===== config.mk =====
export PLATFORM = sky130hd
export DESIGN_NAME = t1_rx_alarm_status_monitor
export DESIGN_NICKNAME = d
export VERILOG_FILES = /design/src/rtl/t1_rx_mon_pkg.sv /design/src/rtl/t1_rx_alarm_status_monitor.sv
export VERILOG_INCLUDE_DIRS = /design/src /design/src/rtl
export SDC_FILE = /design/constraint.sdc
export NUM_CORES = 2
export LEC_CHECK = 0
export BUFFER_PORTS_ARGS = -buffer_cell sky130_fd_sc_hd__buf_4
export CAP_MARGIN = 20
export CORE_ASPECT_RATIO = 1.75
export CORE_MARGIN = 1
export CORE_UTILIZATION = 40
export DETAILED_ROUTE_END_ITERATION = 7
export PLACE_DENSITY_LB_ADDON = 0.1
export REMOVE_ABC_BUFFERS = 1
export SYNTH_ARGS = -nofsm -noshare
export SYNTH_HDL_FRONTEND = slang
export SYNTH_SLANG_ARGS = --single-unit

===== constraint.sdc =====
create_clock -name clk_sys_i -period 31 [get_ports clk_sys_i]
set_input_delay 3.1 -clock clk_sys_i [delete_from_list [all_inputs] [get_ports clk_sys_i]]
set_output_delay 3.1 -clock clk_sys_i [all_outputs]
set_load 0.05 [all_outputs]

===== src/rtl/t1_rx_mon_defs.svh =====
`ifndef T1_RX_MON_DEFS_SVH
`define T1_RX_MON_DEFS_SVH
// ==========================================
// register offsets
`define ADDR_ALARM 5'h11
`define ADDR_TIMER 5'h12
`define ADDR_PH_UP 5'h13
`define ADDR_PH_LO 5'h14
`define ADDR_MSG 5'h15
`define ADDR_SIG 5'h16
`define RDATA_RST 8'h00
// ==========================================
// field positions
`define ALM_SF_LONG 7
`define ALM_SF_SAMP 6
`define ALM_SEC 5
`define ALM_ESF 4
`define ALM_BLUE 3
`define ALM_PDV 2
`define ALM_LOOP_UP 1
`define ALM_LOOP_DN 0
`define TMR_HALF 7
`define TMR_ONE 6
`define TMR_TWO5 5
`define PHU_SLIP 7
`define PHU_DIR 6
`define PHU_FRM 5
`define PHU_WINK 3
`define SIG_LOST 7
// ==========================================
// rates and times
`define LINE_KHZ 1544
`define CLK_KHZ 10000
`define T_WIN_US 48000
`define T_BLUE_US 3000
`define T_HALF_US 500000
`define T_PHASE_US 250
`define T_LOS_US 1000
`define T_WIN_MS 48
`define T_YEL_SET_MS 600
`define T_YEL_CLR_MS 200
// ==========================================
// thresholds and codes
`define YEL_ONES_MAX 16
`define LOOP_ERR_MAX 15
`define BLUE_ZEROS_MIN 6
`define ESF_YEL_CODE 16'h00FF
`define ESF_YEL_MIN 7
`define BOM_MIN 8
`define PDV_RUN_ZS 8
`define PDV_RUN 16
`define ONE_TIMER_HALVES 2
`define TWO5_TIMER_HALVES 5
`endif


===== src/rtl/t1_rx_mon_pkg.sv =====
package t1_rx_mon_pkg;
	typedef logic [4:0] reg_addr_t;
	typedef logic [7:0] reg_byte_t;
endpackage : t1_rx_mon_pkg


===== src/rtl/t1_rx_alarm_status_monitor.sv =====
`timescale 1ns/100ps
`include "t1_rx_mon_defs.svh"
module t1_rx_alarm_status_monitor #(
	parameter int WIN_BITS = `T_WIN_US * `LINE_KHZ / 1000,
	parameter int BLUE_BITS = `T_BLUE_US * `LINE_KHZ / 1000,
	parameter int HALF_BITS = `T_HALF_US * `LINE_KHZ / 1000,
	parameter int LOS_CYC = `T_LOS_US * `CLK_KHZ / 1000
) (
	input wire logic clk_sys_i,
	input wire logic rst_i,
	input wire logic cs_n_i,
	input wire logic rd_n_i,
	input wire t1_rx_mon_pkg::reg_addr_t addr_i,
	output t1_rx_mon_pkg::reg_byte_t rdata_o,
	output logic rdata_oe_o,
	input wire logic rx_bit_stb_i,
	input wire logic rx_bit_i,
	input wire logic rx_ch_bit2_stb_i,
	input wire logic rx_s12_stb_i,
	input wire logic rx_dl_stb_i,
	input wire logic zero_substitution_enable_i,
	input wire logic rx_slip_i,
	input wire logic rx_slip_repeat_i,
	input wire logic rx_frame_depth_i,
	input wire logic [2:0] rx_sub_bit_delay_i,
	input wire logic [4:0] rx_slot_delay_i,
	input wire logic [2:0] rx_bit_delay_i,
	input wire logic line_level_low_i
);
	import t1_rx_mon_pkg::*;

	localparam int PH_BITS = `T_PHASE_US * `LINE_KHZ / 1000;
	localparam int YEL_SET_WIN = (`T_YEL_SET_MS + `T_WIN_MS - 1) / `T_WIN_MS;
	localparam int YEL_CLR_WIN = (`T_YEL_CLR_MS + `T_WIN_MS - 1) / `T_WIN_MS;
	localparam int NMAX = 23;
	localparam int HLEN = 8 * (NMAX + 1);

	// ==========================================
	// state
	typedef struct packed {
		logic cs_m, cs_s, rd_m, rd_s, los_m, los_s;
		reg_addr_t addr_m, addr_s;
		reg_byte_t rdata;
		logic oe;
		logic [19:0] win_cnt, blue_cnt, half_cnt, ph_cnt, los_cnt;
		logic [4:0] y_ones;
		logic [3:0] y_set, y_clr;
		logic sf_long, sf_samp, sec, esf, blue, ones_density_violation, lu, ld;
		logic s12_prev;
		logic [15:0] dl_sr;
		logic [3:0] dl_cnt;
		logic [9:0] esf_hist;
		logic [9:0][8:0] bom_hist;
		reg_byte_t bom;
		logic [2:0] zeros;
		logic [4:0] zrun;
		logic [HLEN-1:0] hist;
		logic [NMAX-1:0][7:0] wcnt;
		logic viol;
		logic [4:0] loop_sr, lu_err, ld_err;
		logic t_half, t_one, t_two5;
		logic [2:0] halves;
		logic slip, dir, frm, wink;
		logic [2:0] sbd, bitc;
		logic [4:0] slot;
		logic lost;
	} state_s;

	state_s q_r, q_nxt;

	// ==========================================
	// density windows, one running ones count per N
	logic [NMAX-1:0][7:0] wcnt_w;
	logic [NMAX-1:0] thin_w;
	logic [9:0] bom_eq_w;
	logic [15:0] word_w;

	assign word_w = {q_r.dl_sr[14:0], rx_bit_i};

	genvar gi;
	generate
		for (gi = 0; gi < NMAX; gi++) begin : g_win
			assign wcnt_w[gi] = rx_bit_stb_i ?
				8'(q_r.wcnt[gi] + {7'h00, rx_bit_i} - {7'h00, q_r.hist[8*(gi+2)-1]}) :
				q_r.wcnt[gi];
			assign thin_w[gi] = wcnt_w[gi] < 8'(gi + 1);
		end
		for (gi = 0; gi < 10; gi++) begin : g_bom
			assign bom_eq_w[gi] = q_r.bom_hist[gi][8] &&
				q_r.bom_hist[gi][7:0] == word_w[7:0];
		end
	endgenerate

	// ==========================================
	// next state
	always_comb begin
		logic win_end, bomw, yelw, wdone;
		logic [4:0] zr;
		reg_byte_t b;
		q_nxt = q_r;
		win_end = rx_bit_stb_i && q_r.win_cnt == 20'(WIN_BITS - 1);
		zr = q_r.zrun;
		b = 8'h00;
		yelw = word_w == `ESF_YEL_CODE;
		// a zero message byte would alias the yellow stream shifted by eight bits
		bomw = word_w[15:8] == 8'hFF && !word_w[7] && !word_w[0] &&
			word_w[7:0] != 8'h00;
		wdone = 1'b0;

		// pins pass two flops before use
		q_nxt.cs_m = cs_n_i;
		q_nxt.cs_s = q_r.cs_m;
		q_nxt.rd_m = rd_n_i;
		q_nxt.rd_s = q_r.rd_m;
		q_nxt.addr_m = addr_i;
		q_nxt.addr_s = q_r.addr_m;
		q_nxt.los_m = line_level_low_i;
		q_nxt.los_s = q_r.los_m;

		if (rx_bit_stb_i) begin
			q_nxt.win_cnt = win_end ? 20'h00000 : 20'(q_r.win_cnt + 1);
			q_nxt.blue_cnt = (q_r.blue_cnt == 20'(BLUE_BITS - 1)) ? 20'h00000 :
				20'(q_r.blue_cnt + 1);
			q_nxt.half_cnt = (q_r.half_cnt == 20'(HALF_BITS - 1)) ? 20'h00000 :
				20'(q_r.half_cnt + 1);
			q_nxt.ph_cnt = (q_r.ph_cnt == 20'(PH_BITS - 1)) ? 20'h00000 :
				20'(q_r.ph_cnt + 1);
		end

		// ones in bit 2, saturating just past the limit
		if (rx_ch_bit2_stb_i && rx_bit_i && q_r.y_ones <= 5'(`YEL_ONES_MAX))
			q_nxt.y_ones = 5'(q_r.y_ones + 1);
		if (win_end) begin
			q_nxt.sf_samp = q_r.y_ones <= 5'(`YEL_ONES_MAX);
			q_nxt.y_ones = 5'h00;
			if (q_nxt.sf_samp) begin
				q_nxt.y_clr = 4'h0;
				if (q_r.y_set < 4'(YEL_SET_WIN))
					q_nxt.y_set = 4'(q_r.y_set + 1);
				if (q_nxt.y_set >= 4'(YEL_SET_WIN))
					q_nxt.sf_long = 1'b1;
			end else begin
				q_nxt.y_set = 4'h0;
				if (q_r.y_clr < 4'(YEL_CLR_WIN))
					q_nxt.y_clr = 4'(q_r.y_clr + 1);
				if (q_nxt.y_clr >= 4'(YEL_CLR_WIN))
					q_nxt.sf_long = 1'b0;
			end
		end

		if (rx_s12_stb_i) begin
			q_nxt.sec = q_r.s12_prev && rx_bit_i;
			q_nxt.s12_prev = rx_bit_i;
		end

		// codeword positions realign on any recognised codeword
		if (rx_dl_stb_i) begin
			q_nxt.dl_sr = word_w;
			wdone = q_r.dl_cnt == 4'hF || yelw || bomw;
			q_nxt.dl_cnt = wdone ? 4'h0 : 4'(q_r.dl_cnt + 1);
		end
		if (wdone) begin
			q_nxt.esf_hist = {q_r.esf_hist[8:0], yelw};
			q_nxt.esf = $countones(q_nxt.esf_hist) >= `ESF_YEL_MIN;
			q_nxt.bom_hist = {q_r.bom_hist[8:0], {bomw, word_w[7:0]}};
			// eight of ten, the newest included
			if (bomw && 4'($countones(bom_eq_w[8:0])) + 4'h1 >= 4'(`BOM_MIN))
				q_nxt.bom = word_w[7:0];
		end

		if (rx_bit_stb_i) begin
			if (!rx_bit_i && q_r.zeros < 3'(`BLUE_ZEROS_MIN))
				q_nxt.zeros = 3'(q_r.zeros + 1);
			if (q_r.blue_cnt == 20'(BLUE_BITS - 1)) begin
				q_nxt.blue = q_nxt.zeros < 3'(`BLUE_ZEROS_MIN);
				q_nxt.zeros = 3'h0;
			end
			zr = rx_bit_i ? 5'h00 : (q_r.zrun == 5'h1F ? 5'h1F : 5'(q_r.zrun + 1));
			q_nxt.zrun = zr;
			q_nxt.hist = {q_r.hist[HLEN-2:0], rx_bit_i};
			q_nxt.wcnt = wcnt_w;
			if (zero_substitution_enable_i)
				q_nxt.viol = zr == 5'(`PDV_RUN_ZS);
			else
				q_nxt.viol = zr == 5'(`PDV_RUN) || |thin_w;
			// one toggle per violation episode
			if (q_nxt.viol && !q_r.viol)
				q_nxt.ones_density_violation = !q_r.ones_density_violation;
		end

		// loop codes: a mismatch against the bit one period back is an error
		if (rx_bit_stb_i) begin
			q_nxt.loop_sr = {q_r.loop_sr[3:0], rx_bit_i};
			if (rx_bit_i != q_r.loop_sr[4] && q_r.lu_err != 5'h1F)
				q_nxt.lu_err = 5'(q_r.lu_err + 1);
			if (rx_bit_i != q_r.loop_sr[2] && q_r.ld_err != 5'h1F)
				q_nxt.ld_err = 5'(q_r.ld_err + 1);
		end
		if (win_end) begin
			q_nxt.lu = q_r.lu_err <= 5'(`LOOP_ERR_MAX) &&
				$countones(q_nxt.loop_sr) == 1;
			q_nxt.ld = q_r.ld_err <= 5'(`LOOP_ERR_MAX) &&
				$countones(q_nxt.loop_sr[2:0]) == 1;
			q_nxt.lu_err = 5'h00;
			q_nxt.ld_err = 5'h00;
		end

		if (rx_bit_stb_i && q_r.half_cnt == 20'(HALF_BITS - 1)) begin
			q_nxt.t_half = !q_r.t_half;
			q_nxt.halves = (q_r.halves == 3'(`TWO5_TIMER_HALVES - 1)) ? 3'h0 :
				3'(q_r.halves + 1);
			if (q_r.t_half)
				q_nxt.t_one = !q_r.t_one;
			if (q_r.halves == 3'(`TWO5_TIMER_HALVES - 1))
				q_nxt.t_two5 = !q_r.t_two5;
		end

		if (rx_slip_i) begin
			q_nxt.slip = !q_r.slip;
			q_nxt.dir = rx_slip_repeat_i;
		end

		if (rx_bit_stb_i && q_r.ph_cnt == 20'(PH_BITS - 1)) begin
			q_nxt.frm = rx_frame_depth_i;
			q_nxt.sbd = rx_sub_bit_delay_i;
			q_nxt.slot = rx_slot_delay_i;
			q_nxt.bitc = rx_bit_delay_i;
			// a fall and rise between two refreshes goes unseen
			// wink on slot msb fall
			if (q_r.slot[4] && !rx_slot_delay_i[4])
				q_nxt.wink = !q_r.wink;
		end

		if (!q_r.los_s)
			q_nxt.los_cnt = 20'h00000;
		else if (q_r.los_cnt != 20'(LOS_CYC))
			q_nxt.los_cnt = 20'(q_r.los_cnt + 1);
		q_nxt.lost = q_nxt.los_cnt == 20'(LOS_CYC);

		q_nxt.oe = !q_r.cs_s && !q_r.rd_s;
		if (q_nxt.oe) begin
			if (q_r.addr_s == `ADDR_ALARM) begin
				b[`ALM_SF_LONG] = q_r.sf_long;
				b[`ALM_SF_SAMP] = q_r.sf_samp;
				b[`ALM_SEC] = q_r.sec;
				b[`ALM_ESF] = q_r.esf;
				b[`ALM_BLUE] = q_r.blue;
				b[`ALM_PDV] = q_r.ones_density_violation;
				b[`ALM_LOOP_UP] = q_r.lu;
				b[`ALM_LOOP_DN] = q_r.ld;
			end else if (q_r.addr_s == `ADDR_TIMER) begin
				b[`TMR_HALF] = q_r.t_half;
				b[`TMR_ONE] = q_r.t_one;
				b[`TMR_TWO5] = q_r.t_two5;
			end else if (q_r.addr_s == `ADDR_PH_UP) begin
				b[`PHU_SLIP] = q_r.slip;
				b[`PHU_DIR] = q_r.dir;
				b[`PHU_FRM] = q_r.frm;
				b[`PHU_WINK] = q_r.wink;
				b[2:0] = q_r.sbd;
			end else if (q_r.addr_s == `ADDR_PH_LO) begin
				b = {q_r.slot, q_r.bitc};
			end else if (q_r.addr_s == `ADDR_MSG) begin
				b = q_r.bom;
			end else if (q_r.addr_s == `ADDR_SIG) begin
				b[`SIG_LOST] = q_r.lost;
			end
			q_nxt.rdata = b;
		end
	end

	// ==========================================
	// registers
	always_ff @(posedge clk_sys_i or posedge rst_i) begin
		if (rst_i) begin
			q_r <= '0;
			q_r.cs_m <= 1'b1;
			q_r.cs_s <= 1'b1;
			q_r.rd_m <= 1'b1;
			q_r.rd_s <= 1'b1;
			q_r.rdata <= `RDATA_RST;
			// history starts dense so no false density alarm after reset
			q_r.hist <= '1;
			for (int n = 0; n < NMAX; n++) begin
				q_r.wcnt[n] <= 8'(8 * (n + 2));
			end
		end else begin
			q_r <= q_nxt;
		end
	end

	assign rdata_o = q_r.rdata;
	assign rdata_oe_o = q_r.oe;

endmodule : t1_rx_alarm_status_monitor


* Yosys cells after proc, flatten, opt, wreduce, memory -nomap -nowiden
Cells that the tools add are included.
** Operators by class
- Eq/ne operators :: 35
- Magnitude comparators :: 34
- Muxes and demuxes :: 64
- Reduce and logical (&&, ||, !) cells :: 58
- Add/subtract/negate cells :: 83
** Operator list (number)
- 8-bit two-way mux :: 25
- 8-bit by 1-bit adder with 8-bit output :: 23
- 8-bit by 1-bit subtractor with 8-bit output :: 23
- 20-bit two-way mux :: 6
- 20-bit by 1-bit adder with 20-bit output, second input constant :: 5
- 8-bit == test :: 9
- 8-bit by 4-bit < comparator with 1-bit output, second input constant :: 8
- 8-bit by 5-bit < comparator with 1-bit output, second input constant :: 8
- 5-bit == test, second input constant :: 8
- 32-bit by 1-bit adder with 32-bit output :: 1
- 32-bit by 2-bit adder with 32-bit output :: 1
- 32-bit by 2-bit == test with 1-bit output, second input constant :: 1
- 8-bit by 3-bit < comparator with 1-bit output, second input constant :: 4
- 4-bit two-way mux :: 8
- 15-bit two-way mux :: 2
- 5-bit two-way mux :: 6
- 1-bit logical AND :: 27
- 23-bit OR reduction :: 1
- 1-bit by 1-bit adder with 2-bit output :: 11
- 5-bit by 1-bit adder with 5-bit output, second input constant :: 4
- 20-bit by 13-bit == test with 1-bit output, second input constant :: 1
- 20-bit by 14-bit == test with 1-bit output, second input constant :: 1
- 20-bit by 17-bit == test with 1-bit output, second input constant :: 1
- 20-bit == test, second input constant :: 1
- other kinds (39) :: 89
** Word-level totals
- Input bits :: 30
- Register bits :: 686
- Word-level logic and storage cells :: 356
- Output and inout bits :: 9

* Logic depth before layout (Yosys ltp)
- Word-level depth :: 10
- Mapped depth :: 20
- Depth with buffers taken out :: 16

* Least setup slack after synthesis
Ideal clock, no wire load.
- Kind :: input port to flip-flop
- From :: input port rx_bit_i
- To :: register q_r[423] (netlist name)
- Cell stages on the path :: 16
- Arrival time :: 6.950 ns
- Path buffers :: 3
- Setup time :: 0.125 ns
- Required time :: 30.875 ns
- Setup slack :: 23.925 ns
- Cells stage by stage :: clkbuf_1 -> clkbuf_1 -> buf_1 -> xnor2_1 -> nand4_1 -> fa_1 -> inv_1 -> fa_1 -> inv_1 -> fa_1 -> inv_1 -> ha_1 -> a21oi_1 -> nor2_1 -> nand4_1 -> mux2_2
** Between the ends
- Cells in the longest elaborated chain, start to end :: 10
- Elaborated cells between the ends (all ways) :: 38
- Classes of those cells :: add/sub: 9; order compare: 1; eq/ne: 10; mux: 1; reduce/logical: 17
** RTL lines
- from (decl) :: line t1_rx_alarm_status_monitor.sv:17 : input wire logic rx_bit_i,
- 8-bit == test :: line t1_rx_alarm_status_monitor.sv:90 : q_r.bom_hist[gi][7:0] == word_w[7:0];
- 1-bit logical AND :: line t1_rx_alarm_status_monitor.sv:89 : assign bom_eq_w[gi] = q_r.bom_hist[gi][8] &&
- 1-bit by 1-bit adder with 2-bit output (implied by the code) :: line t1_rx_alarm_status_monitor.sv:167 : if (bomw && 4'($countones(bom_eq_w[8:0])) + 4'h1 >= 4'(`BOM_MIN))
- 2-bit by 2-bit adder with 3-bit output (implied by the code) :: line t1_rx_alarm_status_monitor.sv:167
- 3-bit by 3-bit adder with 4-bit output (implied by the code) :: line t1_rx_alarm_status_monitor.sv:167
- 4-bit by 1-bit adder with 4-bit output (implied by the code) :: line t1_rx_alarm_status_monitor.sv:167
- 4-bit by 1-bit adder with 4-bit output :: line t1_rx_alarm_status_monitor.sv:167
- 4-bit >= comparator :: line t1_rx_alarm_status_monitor.sv:167
- 1-bit logical AND :: line t1_rx_alarm_status_monitor.sv:167
- 2-bit AND reduction (no source line) (*)
- to (signal assigned) :: line t1_rx_alarm_status_monitor.sv:288 : q_r <= q_nxt;
- to (decl) :: line t1_rx_alarm_status_monitor.sv:69 : state_s q_r, q_nxt;
Mark *: on every way between the ends. The rest lies on a longest branch, timed or not.
A chain may end at the register's enable or synchronous reset.

* Worst setup path in the final report
- From :: input port rx_bit_i
- To :: register q_r[426] (netlist name)
Same word-level chain as after synthesis.

==> summary.txt <==
Status - finished clean
Post-Layout Cell Count - 4,774
Commonest non-fill, non-tap cell in the layout - dfrtp_1
H-tree depth - 3
Layout cells sized above 1 - 21.8%
Critical path launch point type - input pin
Die H - 408 um
GR Util met3 - 2.29%
Largest net degree at the start of global routing - 195
Via Count - 25,500
Worst Setup End Kind - flop
Layout net count - 3,798
Max Cap Violations - 0
Tightest Hold Check Type - flop to flop
Most frequent cells in the layout - dfrtp_1, mux2_2, inv_1
Clk Latency, worst-skew pair - 640 ps
Hold_buf cts - 0
Seq/Total Area, Yosys - 46.4%
# resized after CTS - 0
DP HPWL - 52,400 um
Global route overflow - 0
Switching share of power - 38.5%
Dpl cells - 4,639
Wire per inst - 16.1 um
Number of global-route vias before repair - 26,800
Root Driver - clkbuf_16
Setup-failing EPs final - 0
DRT iter0 DRCs - 1,183
Synth Area in Compound Gates - 11.7%
Crit-path max FO - 32
LEAKAGE - 0.0189 uW
Top_reg_cell synth - dfrtp_1
FF+latch count, synth - 686
GRT met2 Usage - 30.7%
Worst Setup Slack, final - 24,210 ps
Final Hold Vio Count - 0
Clock Path Buffers - 3
Starting Density - 40.4%
CTS clk-pin slew, worst paths - 60 ps
Worst-Margin Slew - 1040 ps
Sequential share of power - 32.4%
Area Growth Syn to Fin - 9.84%
CTS buffer count - 73
Syn Area/Cell - 10.7 um^2
Pint - 2440 uW
CTS tree - done
Buffers added on ports - 38
Post-synth cell types - 99
Clock power share - 22.0%
RSZ-0062 raised after global routing - no
Drt total wl - 77,000 um
GP Congestion - 0.793
Pwr dens - 96.1 nW/um^2
DRT Pass-1 Iters - 8
Row cnt - 148
Final Hold Slack - 348 ps
Worst slack at placement - 23,420 ps
Met1 GRT Util - 18.4%
Post-Synthesis Cell Area - 37,700 um^2
Multi-input logic area - 18,400 um^2
Tmin final - 6790 ps
Largest family of logic cells by synthesized area - compound AO/OA/AOI/OAI gates
Post-Synth Adder-Cell Area - 9.12%
Final Util - 44.4%
DR vias/cell - 5.34
Die X - 234 um
Post-synth EDFFs - 0
I/O pin count - 39
# Post-CTS Setup Buffers - 0
Setup CP Type - input pin to flop
Area occupied by registers - 17,500 um^2
Worst EP required - 31,520 ps
Final Cycle Share - 21.9%
Simple-Gate Fraction of Synth Area - 10.8%
WP data arrival - 7310 ps
Global-route wire length before repair - 130,000 um
Comb power frac - 45.6%
Placeable Area - 93,100 um^2
Setup TNS - 0 ps
Grt peak-use layer - met2
Total GRT Usage - 16.6%
Fill count - 8,676
Final Skew - 14.9 ps
Initial antenna violation count - 1
Max Slew Vio Count - 0
Relative slew slack - 30.9%
Mux cell area share after synthesis - 11.1%
Clk sinks - 686
Synth warnings - 0
Xor/xnor cell area share of the yosys netlist - 6.02%
FFs w/ async S/R, synth - 100%
Full die area - 95,400 um^2
Post-route DRC - 0
Sw power - 1530 uW
Peak VDD IR - 0.0000473 V
Routed Antenna Nets - 0
Post-Syn Instances - 3,513
Max Freq - 147 MHz
==> area by class of cell <==
cell class                 count  share of cell area [%]
clock inverter                29                   0.708
inverter                     314                    2.87
sequential                   686                    42.3
clock buffer                 104                    4.95
tap                         1200                    3.63
multi-input combinational   2383                    44.4
timing repair buffer          57                    1.17
antenna                        1                 0.00605
==> sequential cells by signal, summed over array words and instances, names as in the netlist <==
signal / count
q_r: 669
rdata_oe_o: 1
rdata_o: 8
q_nxt: 8
==> path summary, 6_finish.rpt <==
| kind | from | end | slack (ps) | cells after the start |
|---|---|---|---|---|
| min | q_nxt[681] | q_r[681] | 350 | 0 |
| min in group asynchronous | rst_i | q_r[481] | 2600 | 2 |
| max in group asynchronous | rst_i | q_r[584] | 25370 | 5 |
| min reg2reg | q_nxt[681] | q_r[681] | 350 | 0 |
| max | rx_bit_i | q_r[426] | 24210 | 15 |
| max reg2reg | q_r[535] | q_r[426] | 26320 | 14 |
==> synthesized netlist by cell type, drive strengths merged (13+ instances only) <==
| library cell | number | area [um^2] |
|---|---|---|
| o31ai | 18 | 145 |
| ha | 217 | 2720 |
| o211ai | 16 | 120 |
| nand2 | 220 | 826 |
| o21a | 29 | 218 |
| o2111ai | 16 | 146 |
| nor2 | 183 | 689 |
| nor4 | 35 | 225 |
| nor2b | 26 | 170 |
| dfrtp | 437 | 10900 |
| nor3 | 67 | 335 |
| o22ai | 22 | 144 |
| a21o | 43 | 324 |
| a21oi | 137 | 689 |
| nand2b | 32 | 200 |
| o21bai | 20 | 150 |
| fa | 36 | 721 |
| mux2 | 321 | 3610 |
| xor2 | 137 | 1200 |
| or4 | 16 | 129 |
| xnor2 | 122 | 1070 |
| and2 | 13 | 81.3 |
| dfstp | 249 | 6540 |
| nand4 | 44 | 275 |
| o21ai | 210 | 1050 |
| clkbuf | 53 | 229 |
| nand3 | 86 | 430 |
| inv | 314 | 1180 |
| mux2i | 56 | 561 |
| buf | 77 | 412 |
| a211oi | 41 | 313 |
| and3 | 36 | 225 |
| or3 | 16 | 101 |
==> per-stage QoR <==
step,cell area (um^2),total power [uW]
after global placement,39000,3060
final,41400,3970
after detailed placement,39000,3120
after global routing,41400,4310
after floorplan,37000,2720
after CTS,41400,4030
==> cells by family (layout without fill, tap and decap cells) <==
group | after synthesis | after routing
AOI/OAI and AO/OA | 674 | 674
xor gates and xnor gates | 259 | 259
adders and majority gates | 253 | 253
buffers and inverters | 444 | 504
DFF | 686 | 686
muxes | 377 | 377
other | 0 | 1
and+or+nand+nor | 820 | 820
==> layer usage <==
metal | vias up | share of wire [%]
met2 | 314 | 54
met4 | 0 | 3.6
met3 | 138 | 2.7
met5 | - | 0
met1 | 12700 | 40
li1 | 12300 | -
==> worst max-delay path, stage by stage <==
cell,delay [ps]
buf_4,350
buf_4,570
xnor2_1,180
nand4_1,150
fa_1,530
inv_1,60
fa_1,490
inv_1,60
fa_1,500
inv_1,90
ha_1,140
a21oi_1,70
nor2_1,210
nand4_1,380
mux2_2,400
==> power by group through the flow <==
stage | logic [uW] | clock network, uW | registers, uW
final | 1810 | 875 | 1290
after global routing | 2050 | 944 | 1320
after CTS | 1830 | 912 | 1290
after floorplan | 1460 | 0 | 1260
after detailed placement | 1820 | 0 | 1300
after global placement | 1760 | 0 | 1300
(Power assumes the default switching activity.)
